[src/kei_params.svh]
// Purpose: Offsets, field positions and reset values of the key interrupt block
// Assumes: Byte-wide registers on a plain strobe port
// Notes:   Included by bare name
`ifndef KEI_PARAMS_SVH
`define KEI_PARAMS_SVH
`define KEI_ADDR_W        2
`define KEI_OFS_STATCTRL  2'h0
`define KEI_OFS_PINEN     2'h1
`define KEI_OFS_PINSTATE  2'h2
`define KEI_BIT_MODE      0
`define KEI_BIT_IRQEN     1
`define KEI_BIT_ACK       2
`define KEI_BIT_PEND      3
`define KEI_POL_LO        4
`define KEI_POL_HI        7
`define KEI_RST_POL       4'h0
`define KEI_RST_PINEN     8'h00
`define KEI_RST_BYTE      8'h00
`define KEI_FIXED_PINS    4
`endif

[src/kei_pkg.sv]
// Purpose: Types of the key interrupt block
// Assumes: Constants live in kei_params.svh
// Notes:   Detection mode enumeration and control struct
package kei_pkg;
  // Detection mode
  typedef enum logic {
    KEI_EDGE_ONLY  = 1'b0,
    KEI_EDGE_LEVEL = 1'b1
  } kei_mode_e;
  // Software controls
  typedef struct packed {
    logic [3:0] polHigh;   // Polarity of pins 7..4
    logic       irqEnable; // Request enable
    kei_mode_e  mode;      // Detection mode
  } kei_ctrl_s;
endpackage : kei_pkg

[src/kei_pin_sync.sv]
// Purpose: Two-stage synchroniser with previous-sample stage for one key pin
// Assumes: Pin reset level is high (idle key)
// Notes:   First stage feeds only the second stage
module kei_pin_sync (
  input  wire logic ref_clk,
  input  wire logic reset_n,
  input  wire logic pinIn,
  output logic      syncOut,
  output logic      prevOut
);
  logic meta_q;   // First stage
  logic meta_d;
  logic sync_q;   // Second stage
  logic sync_d;
  logic prev_q;   // Previous sample
  logic prev_d;

  // Next values of the chain
  always_comb begin
    meta_d = pinIn;
    sync_d = meta_q;
    prev_d = sync_q;
  end

  // Register the chain
  always_ff @(posedge ref_clk or negedge reset_n) begin
    if (!reset_n) begin
      meta_q <= 1'b1;
      sync_q <= 1'b1;
      prev_q <= 1'b1;
    end else begin
      meta_q <= meta_d;
      sync_q <= sync_d;
      prev_q <= prev_d;
    end
  end

  assign syncOut = sync_q;
  assign prevOut = prev_q;
endmodule : kei_pin_sync

[src/kei_keypad_interrupt.sv]
// What this block does
// - Pins 7..4 polarity bit picks trigger
// - Pins 3..0 falling edge or low only
// - Enabled pin trigger sets pending flag
// - Ack write clears; pending not writable
// - Level mode holds pending while asserted
// - Ack bit always reads zero
// - Request when pending and enable high
// - Mode bit: edge only or edge-and-level
//
// Purpose: Key pin interrupt with status/control, pin enable and pin state registers
// Assumes: Byte registers on a plain strobe port, read data one cycle after strobe
// Notes:   Unmapped reads return zero, unmapped writes are ignored
//
// Local design decisions: the strobed register port and the placing of the registers.
`include "kei_params.svh"
module kei_keypad_interrupt #(
  parameter int PINS = 8
) (
  input  wire logic                 ref_clk,
  input  wire logic                 reset_n,
  input  wire logic [PINS-1:0]      keyPin,
  input  wire logic [`KEI_ADDR_W-1:0] regAddr,
  input  wire logic [7:0]           regWdata,
  input  wire logic                 regWrite,
  input  wire logic                 regRead,
  output logic      [7:0]           regRdata,
  output logic                      keypadInterrupt
);
  logic [PINS-1:0]  syncPin;      // Synchronised levels
  logic [PINS-1:0]  prevPin;      // Previous samples
  logic [PINS-1:0]  assertLevel;  // Pin at asserted level
  logic [PINS-1:0]  wasAsserted;  // Previous sample asserted
  logic [PINS-1:0]  activePol;    // 1 = high/rising
  logic             trigger;      // Any enabled trigger
  logic             ackWrite;     // Acknowledge write
  logic             ctrlWrite;    // Status/control write
  kei_pkg::kei_ctrl_s ctrl_q;     // Control fields
  kei_pkg::kei_ctrl_s ctrl_d;
  logic [PINS-1:0]  pinEnable_q;  // key_pin_enable
  logic [PINS-1:0]  pinEnable_d;
  logic             pending_q;    // key_event_pending
  logic             pending_d;
  logic             trig_q;       // Registered detection
  logic             trig_d;
  logic [7:0]       rdata_q;      // Read data
  logic [7:0]       rdata_d;
  logic [7:0]       statByte;     // Status/control readback

  // One synchroniser per pin
  for (genvar i = 0; i < PINS; i++) begin : gSync
    kei_pin_sync uSync (
      .ref_clk (ref_clk),
      .reset_n (reset_n),
      .pinIn   (keyPin[i]),
      .syncOut (syncPin[i]),
      .prevOut (prevPin[i])
    );
  end

  // Polarity per pin: low pins fixed falling
  always_comb begin
    activePol = '0;
    for (int i = `KEI_FIXED_PINS; i < PINS; i++) begin
      activePol[i] = ctrl_q.polHigh[i-`KEI_FIXED_PINS];
    end
  end

  // Trigger detection over enabled pins
  always_comb begin
    assertLevel = ~(syncPin ^ activePol);
    wasAsserted = ~(prevPin ^ activePol);
    // Edge: newly asserted; level mode adds steady assertion
    if (ctrl_q.mode == kei_pkg::KEI_EDGE_LEVEL) begin
      trigger = |(pinEnable_q & assertLevel);
    end else begin
      trigger = |(pinEnable_q & assertLevel & ~wasAsserted);
    end
  end

  assign ctrlWrite = regWrite && (regAddr == `KEI_OFS_STATCTRL);
  assign ackWrite  = ctrlWrite && regWdata[`KEI_BIT_ACK];

  // Next state of flag and control
  always_comb begin
    trig_d      = trigger;
    ctrl_d      = ctrl_q;
    pinEnable_d = pinEnable_q;
    pending_d   = pending_q;
    if (ctrlWrite) begin
      ctrl_d.polHigh   = regWdata[`KEI_POL_HI:`KEI_POL_LO];
      ctrl_d.irqEnable = regWdata[`KEI_BIT_IRQEN];
      ctrl_d.mode      = kei_pkg::kei_mode_e'(regWdata[`KEI_BIT_MODE]);
    end
    if (regWrite && (regAddr == `KEI_OFS_PINEN)) begin
      pinEnable_d = regWdata[PINS-1:0];
    end
    // Clear first, then set so set wins
    if (ackWrite) begin
      pending_d = 1'b0;
    end
    if (trig_q) begin
      pending_d = 1'b1;
    end
  end

  // Readback assembly
  always_comb begin
    statByte = {ctrl_q.polHigh, pending_q, 1'b0,
                ctrl_q.irqEnable, ctrl_q.mode};
    rdata_d  = 8'h00;
    if (regRead) begin
      case (regAddr)
        `KEI_OFS_STATCTRL: rdata_d = statByte;
        `KEI_OFS_PINEN:    rdata_d = 8'(pinEnable_q);
        `KEI_OFS_PINSTATE: rdata_d = 8'(syncPin);
        default:           rdata_d = 8'h00;
      endcase
    end
  end

  // Register all state
  always_ff @(posedge ref_clk or negedge reset_n) begin
    if (!reset_n) begin
      ctrl_q      <= '{polHigh: `KEI_RST_POL, irqEnable: 1'b0,
                       mode: kei_pkg::KEI_EDGE_ONLY};
      pinEnable_q <= '0;
      pending_q   <= 1'b0;
      trig_q      <= 1'b0;
      rdata_q     <= `KEI_RST_BYTE;
    end else begin
      ctrl_q      <= ctrl_d;
      pinEnable_q <= pinEnable_d;
      pending_q   <= pending_d;
      trig_q      <= trig_d;
      rdata_q     <= rdata_d;
    end
  end

  assign regRdata        = rdata_q;
  assign keypadInterrupt = pending_q && ctrl_q.irqEnable;
endmodule : kei_keypad_interrupt

[config.mk]
export PLATFORM = sky130hd
export DESIGN_NAME = kei_keypad_interrupt
export DESIGN_NICKNAME = d
export VERILOG_FILES = /design/src/kei_pkg.sv /design/src/kei_pin_sync.sv /design/src/kei_keypad_interrupt.sv
export VERILOG_INCLUDE_DIRS = /design/src
export SDC_FILE = /design/constraint.sdc
export NUM_CORES = 1
export LEC_CHECK = 0
export ABC_AREA = 1
export BUFFER_PORTS_ARGS = -buffer_cell sky130_fd_sc_hd__buf_4
export CORE_MARGIN = 2
export CORE_UTILIZATION = 50
export DETAILED_ROUTE_END_ITERATION = 8
export MAX_ROUTING_LAYER = met4
export PLACE_DENSITY = 0.72
export REMOVE_ABC_BUFFERS = 1
export SYNTH_ARGS = -nofsm -noshare
export SYNTH_HDL_FRONTEND = slang
export SYNTH_SLANG_ARGS = --single-unit
[constraint.sdc]
create_clock -name ref_clk -period 2.23 [get_ports ref_clk]
set_input_delay 0.1115 -clock ref_clk [delete_from_list [all_inputs] [get_ports ref_clk]]
set_output_delay 0.1115 -clock ref_clk [all_outputs]
set_load 0.03 [all_outputs]
==> results.yml, run 1 <==
placement:
  dp_hpwl_um: 2445
  place_congestion: 0.7894
  portBuffers: 30
synthesis:
  synth_area_per_cell_um2: 9.527
  ys_seq_area_share_pct: 63.04
  synth.ff_latch_count: 48
  yosysTopAreaCell: "dfstp_2"
  synthTopCellsByArea: "dfstp_2, dfrtp_1, nand2_1, inv_1, o21ai_0"
  syn_area_um2: 1953
  synth_warnings: 0
  synth_top_area_share_pct: 32.29
  ys_types: 20
  synth_cells: 205
sta:
  timing.setup.tns_ns: 0
  rsz0062_at_grt: "no"
  tightest_slew_ns: 0.5789
  hold_ws_ns: 0.03548
  slew_violations: 0
  setup_violations: 0
  final-hold-violation-count: 0
  relSlewSlack_pct: 61.40
  clock_skew_ns: 0.006257
  fmax_mhz: 881.6
  timing.final.crit_share_pct: 50.86
  fin_crit_ns: 1.134
clock_tree:
  cts.sink_count: 48
  cts_setup_buffers: 0
  clk_path_buf_depth: 2
  cts_tree: "yes"
  clock-root-buffer: "clkbuf_8"
  numCtsBuffers: 5
  cts_max_level: 2
  clk_latency_ns: 0.30
  clk_pin_slew_ns: 0.08
finish:
  fin_util_pct: 65.25
  nFillCells: 323
  area_growth_pct: 24.15
  drive_above_1_share_pct: 26.51
  fin_nets: 270
  num_antenna_cells: 0
critical_path:
  rr_worst_depth: 8
  required_ns: 2.46
  cp-end-kind: "register"
  r2r-start: "gSync[7].uSync.syncOut"
  regToRegEndpoint: "trig_q"
  startpoint_type: "register"
  crit_fanout: 4
  cp.arrival_ns: 1.37
  regToRegSetupSlack_ns: 1.10
  critPathLaunch: "gSync[7].uSync.syncOut"
  crit_type: "reg2reg"
worst_hold_path:
  hold_path_depth: 2
  holdCritPathClass: "in2reg"
  min_to: "pinEnable_q[3]"
  min_from: "regWdata[3]"
floorplanning:
  initial_core_util_pct: 52.56
  die_w_um: 66.50
  die_h_um: 66.50
  core-area_um2: 3716
  io_pins: 31
  die-area_um2: 4422
  rows: 22
pwr:
  p_comb_share_pct: 14.7
  power_switching_mw: 0.5038
  ir_worst_vdd_mv: 0.4748
  p_sw_share_pct: 25.31
  internal_power_mw: 1.487
  pwr-share-seq_pct: 51.5
  power.share.clock_pct: 33.8
  leakagePower_nw: 1.266
  power_density_nw_per_um2: 820.8
run_status:
  status: "complete, no violations"
global_routing:
  grt_pass1_vias: 1237
  grt_max_degree: 49
  grt_antenna_before_repair: 0
  gr-total-overflow: 0
  grt_pass1_wl_um: 5609
  grt.total_usage_pct: 18.09
drt:
  routed_via_density: 4.758
  wl_per_cell_um: 11.83
  drtPass1Iterations: 4
  drtIter0Drc: 122
  routed_wl_um: 3513
  drc: 0
  vias: 1413
  antenna_left: 0
run:
  drv_cap: 0
## repair_timing
item / CTS / global route
hold buffers: 9 / 0
resized for setup: 0 / 0
endpoints found under the hold margin: 32 / 0
## registers in the layout, indices dropped and copies added (netlist names)
register             count
activePol                4
gSync.uSync.meta_q       8
trig_q                   1
gSync.uSync.syncOut      8
pending_q                1
pinEnable_q              8
regRdata                 8
gSync.uSync.prevOut      8
ctrl_q                   2
## worst max-delay path: stages (launching register included)
cell and delay (ns):
dfstp_2 0.56, inv_1 0.05, nand2_1 0.07, nand3_1 0.08, nand2_1 0.07, inv_1 0.03, nand2_1 0.05, nor2_1 0.04
a21oi_1 0.10
## routing by layer
layer  share of wire, %  up-vias  wire [µm]  track usage, %
li1                   -      723          -               -
met4                1.1        0         40           7.653
met2                 48       33       1670           27.13
met1                 47      652       1645           23.21
met5                  0        -          0               -
met3                4.4        5        156           5.068
## stage by stage
stage	std cells	setup WS, ns	power, mW	instance area, µm²
after global routing	297	1.002	2.095	2425
final	297	1.096	1.990	2425
after CTS	297	1.086	2.006	2425
after global placement	280	1.089	1.313	2208
after detailed placement	280	1.014	1.322	2208
after floorplan	202	1.198	1.203	1923
## layout make-up
type	instances	area, µm²	share of cell area, %
multi-input cells	115	545.5	22.50
repair buffers	39	315.3	13.00
clock inverters	1	30.03	1.238
clock buffers	7	96.34	3.973
flip-flops and latches	48	1231	50.77
well taps	48	60.06	2.477
inverters	39	146.4	6.037
## cells in the final DEF (no fill, tap or decap), drive strengths merged
| master | synthesis | final |
|---|---|---|
| nand2 | 58 | 58 |
| inv | 39 | 39 |
| buf | 3 | 30 |
| dfrtp | 24 | 24 |
| dfstp | 24 | 24 |
| o21ai | 20 | 20 |
| nand3 | 13 | 13 |
| dlygate4sd3 | 0 | 9 |
| clkbuf | 0 | 7 |
| nor2 | 6 | 6 |
| nor3 | 4 | 4 |
| a21oi | 4 | 4 |
| o211ai | 3 | 3 |
| o22ai | 2 | 2 |
| a21boi | 2 | 2 |
| xor2 | 1 | 1 |
| nand4 | 1 | 1 |
| mux2 | 1 | 1 |
| bufinv | 0 | 1 |
## cell usage after synthesis
master	instances
mux2_2	1
dfrtp_1	24
o22ai_1	2
a21oi_1	4
nor2_8	1
nand2_4	1
nor3_1	4
o211ai_1	3
inv_1	38
nand4_1	1
nand2_1	57
xor2_1	1
nor2_1	5
inv_2	1
o21ai_0	20
buf_4	1
a21boi_0	2
dfstp_2	24
nand3_1	13
buf_6	2
## cells by family (layout without fill, tap and decap cells)
group           after synthesis  in the layout  synth area share, %
compound gates               31             31                8.712
simple gates                 82             82                18.19
flops                        48             48                63.04
xor+xnor                      1              1               0.4485
buf+inv                      42             86                9.033
mux                           1              1               0.5765
## worst max-delay path by stage
stage                 to  slack (ns)  cells past startpoint
2_1_floorplan     trig_q        1.20                      8
3_3_place_gp   pending_q        1.09                      5
3_5_place_dp   pending_q        1.01                      5
4_1_cts           trig_q        1.09                      8
5_1_grt           trig_q        1.00                      8
6_report          trig_q        1.10                      8
## power groups by stage
stage	Sequential (mW)	Combinational, mW	Clock [mW]
finish	1.03	0.293	0.672
global route	1.03	0.333	0.727
CTS	1.02	0.296	0.685
detailed placement	1.04	0.282	0
global placement	1.04	0.275	0
floorplan	1.05	0.155	0
No activity file was read; power rests on OpenSTA's default activity.
==> inputs of run 2 (changes only) <==
--- a/config.mk
+++ b/config.mk
@@ -6,7 +6,7 @@
 export SDC_FILE = /design/constraint.sdc
 export NUM_CORES = 1
 export LEC_CHECK = 0
-export ABC_AREA = 1
+export ABC_AREA = 0
 export BUFFER_PORTS_ARGS = -buffer_cell sky130_fd_sc_hd__buf_4
 export CORE_MARGIN = 2
 export CORE_UTILIZATION = 50
==> constraint.sdc (replaced) <==
create_clock -name ref_clk -period 1.1 [get_ports ref_clk]
set_input_delay 0.055 -clock ref_clk [delete_from_list [all_inputs] [get_ports ref_clk]]
set_output_delay 0.055 -clock ref_clk [all_outputs]
set_load 0.03 [all_outputs]
==> run 2 against run 1 <==
Against the previous run: the flow now finishes with violations (negative setup slack); combinational power rose to 2.7 times the previous value; setup slack got worse by 1.2 ns; worst hold slack got worse by 0.034 ns; clock skew rose by 0.0020 ns; critical path type unchanged; highest routed layer unchanged; largest cell class unchanged.
==> results.yml, run 2 <==
sta:
  relSlewSlack_pct: 61.93
  final-hold-violation-count: 0
  timing.final.crit_share_pct: 110.2
  clock_skew_ns: 0.008265
  fmax_mhz: 825.0
  tightest_slew_ns: 0.5710
  slew_violations: 0
  setup_violations: 1
  rsz0062_at_grt: "yes"
  fin_crit_ns: 1.212
  fin_ws_ns: -0.1122
pwr:
  p_comb_share_pct: 18.6
  pwr-share-seq_pct: 51.2
  power_switching_mw: 1.056
  ir_worst_vdd_mv: 1.039
  power.share.clock_pct: 30.2
  leakagePower_nw: 1.165
  internal_power_mw: 3.110
  power_density_nw_per_um2: 1600
  p_sw_share_pct: 25.35
finish:
  fin_nets: 218
  nFillCells: 282
  drive_above_1_share_pct: 50.25
  instances_no_fill: 245
  seq_area_um2: 1231
  final_cell_area_um2: 2604
  layout_commonest_cell: "buf_4"
  num_antenna_cells: 0
  area_growth_pct: 34.95
  multi_input_area_um2: 693.2
  final_cell_mix: "buf_4, dfrtp_1, dfstp_2"
critical_path:
  slowest_stage: "dfstp_2"
  max_stage_delay_ns: 0.53
  required_ns: 1.28
  regToRegEndpoint: "trig_q"
  startpoint_type: "register"
  regToRegSetupSlack_ns: -0.11
  crit_type: "reg2reg"
  crit_cells: 4
  crit_fanout: 2
  cp.arrival_ns: 1.39
  crit_family: "flip-flops"
  rr_worst_depth: 4
  crit_path_cell_trace: "nand3b_1 -> o21ai_1 -> a221oi_2 -> a31oi_1"
  r2r-start: "gSync[4].uSync.prevOut"
  cp-end-kind: "register"
  crit_buf_inv: 0
floorplanning:
  die-area_um2: 4372
  core-area_um2: 3689
  die_h_um: 66.12
  initial_core_util_pct: 52.31
  die_w_um: 66.12
  io_pins: 31
  rows: 22
placement:
  portBuffers: 30
  dp_hpwl_um: 2440
  place_congestion: 0.8231
  placedCellCount: 219
  place_area_um2: 2280
drt:
  vias: 1264
  drtPass1Iterations: 4
  wl_per_cell_um: 14.89
  drtIter0Drc: 62
  routed_via_density: 5.159
  antenna_left: 0
  drc: 0
  routed_wl_um: 3648
global_routing:
  grt_pass1_vias: 1302
  grt.total_usage_pct: 19.80
  gr-total-overflow: 0
  grt_antenna_before_repair: 0
  grt_max_degree: 49
  grt_pass1_wl_um: 6203
worst_hold_path:
  hold_path_depth: 2
  min_from: "regRead"
  min_to: "regRdata[1]"
  holdCritPathClass: "in2reg"
synthesis:
  synth_common_cells: "dfrtp_1, dfstp_2, o21ai_0"
  synth.ff_latch_count: 48
  ys_types: 29
  postSynth.asyncResetShare_pct: 100.0
  synth_cells: 132
  syn_area_um2: 1929
  synth_warnings: 0
  synth_area_per_cell_um2: 14.62
  synth_top_area_share_pct: 32.68
  ys.flop_type: "dfstp_2"
  synthTopCellsByArea: "dfstp_2, dfrtp_1, mux2_4, mux2i_1, mux2_2"
  yosysTopAreaCell: "dfstp_2"
  synth_edf_count: 0
  ys_seq_area_share_pct: 63.81
clock_tree:
  clk_pin_slew_ns: 0.09
  numCtsBuffers: 5
  cts.sink_count: 48
  cts_max_level: 2
  clk_latency_ns: 0.30
  clock-root-buffer: "clkbuf_8"
  cts_tree: "yes"
  clk_path_buf_depth: 2
run_status:
  violations: "negative setup slack"
  status: "finished, violations left"
run:
  drv_cap: 0
## run 2: worst max-delay path by stage
stage / slack (ns) / from / to
6_report: -0.11 / gSync[4].uSync.prevOut / trig_q
5_1_grt: -0.20 / gSync[2].uSync.syncOut / trig_q
4_1_cts: -0.11 / gSync[3].uSync.syncOut / trig_q
3_5_place_dp: -0.13 / gSync[4].uSync.prevOut / trig_q
3_3_place_gp: -0.10 / gSync[2].uSync.syncOut / trig_q
2_1_floorplan: -0.06 / gSync[2].uSync.syncOut / trig_q
## run 2: repair_timing
item,in CTS,in global routing
hold buffers,17,0
resized for setup,4,7
pin swaps,6,3
endpoints found under the setup margin,1,4
endpoints found under the hold margin,46,0
buffers inserted,1,0
## run 2: layout make-up
cell class | instances | share of cell area (%)
sequential | 48 | 47.28
multi-input combinational | 80 | 26.62
timing repair buffer | 61 | 19.51
clock buffer | 5 | 2.643
tap | 48 | 2.307
clock inverter | 3 | 1.634
## run 2: through the flow
stage	setup slack, ns	utilization (%)	TNS [ns]	total power [mW]	hold WS (ns)
final	-0.1122	70.59	-0.1122	4.166	0.001821
after global routing	-0.2003	70.59	-0.2003	4.380	0.02172
after CTS	-0.1059	70.01	-0.1059	4.161	0.006892
after detailed placement	-0.1253	61.80	-0.1253	2.842	0.09628
after global placement	-0.1017	61.80	-0.1017	2.812	0.08387
after floorplan	-0.05669	-	-0.05669	2.512	-0.2406
## run 2: routing by layer
metal	track usage [%]	vias up	share of wire (%)	wire length (µm)
met5	-	-	0	0
met4	5.357	0	0.79	29
met3	6.303	4	5.0	181
met2	31.62	33	50	1834
met1	24.52	638	44	1602
li1	-	589	-	-
## run 2: kinds of logic (layout without fill, tap and decap cells)
family | Yosys count | count (layout) | share of synthesized area, %
DFF | 48 | 48 | 63.81
and+or+nand+nor | 35 | 35 | 12.78
muxes | 21 | 21 | 13.36
AOI/OAI and AO/OA | 20 | 20 | 6.550
xor gates and xnor gates | 4 | 4 | 1.816
buffers and inverters | 4 | 69 | 1.686
## run 2: power by group through the flow
stage                     Combinational, mW  Sequential, mW  Clock [mW]
after floorplan                       0.346            2.17           0
after global placement                0.667            2.15           0
after detailed placement              0.689            2.15           0
after CTS                             0.752            2.13        1.28
after global routing                  0.843            2.16        1.38
final                                 0.777            2.13        1.26
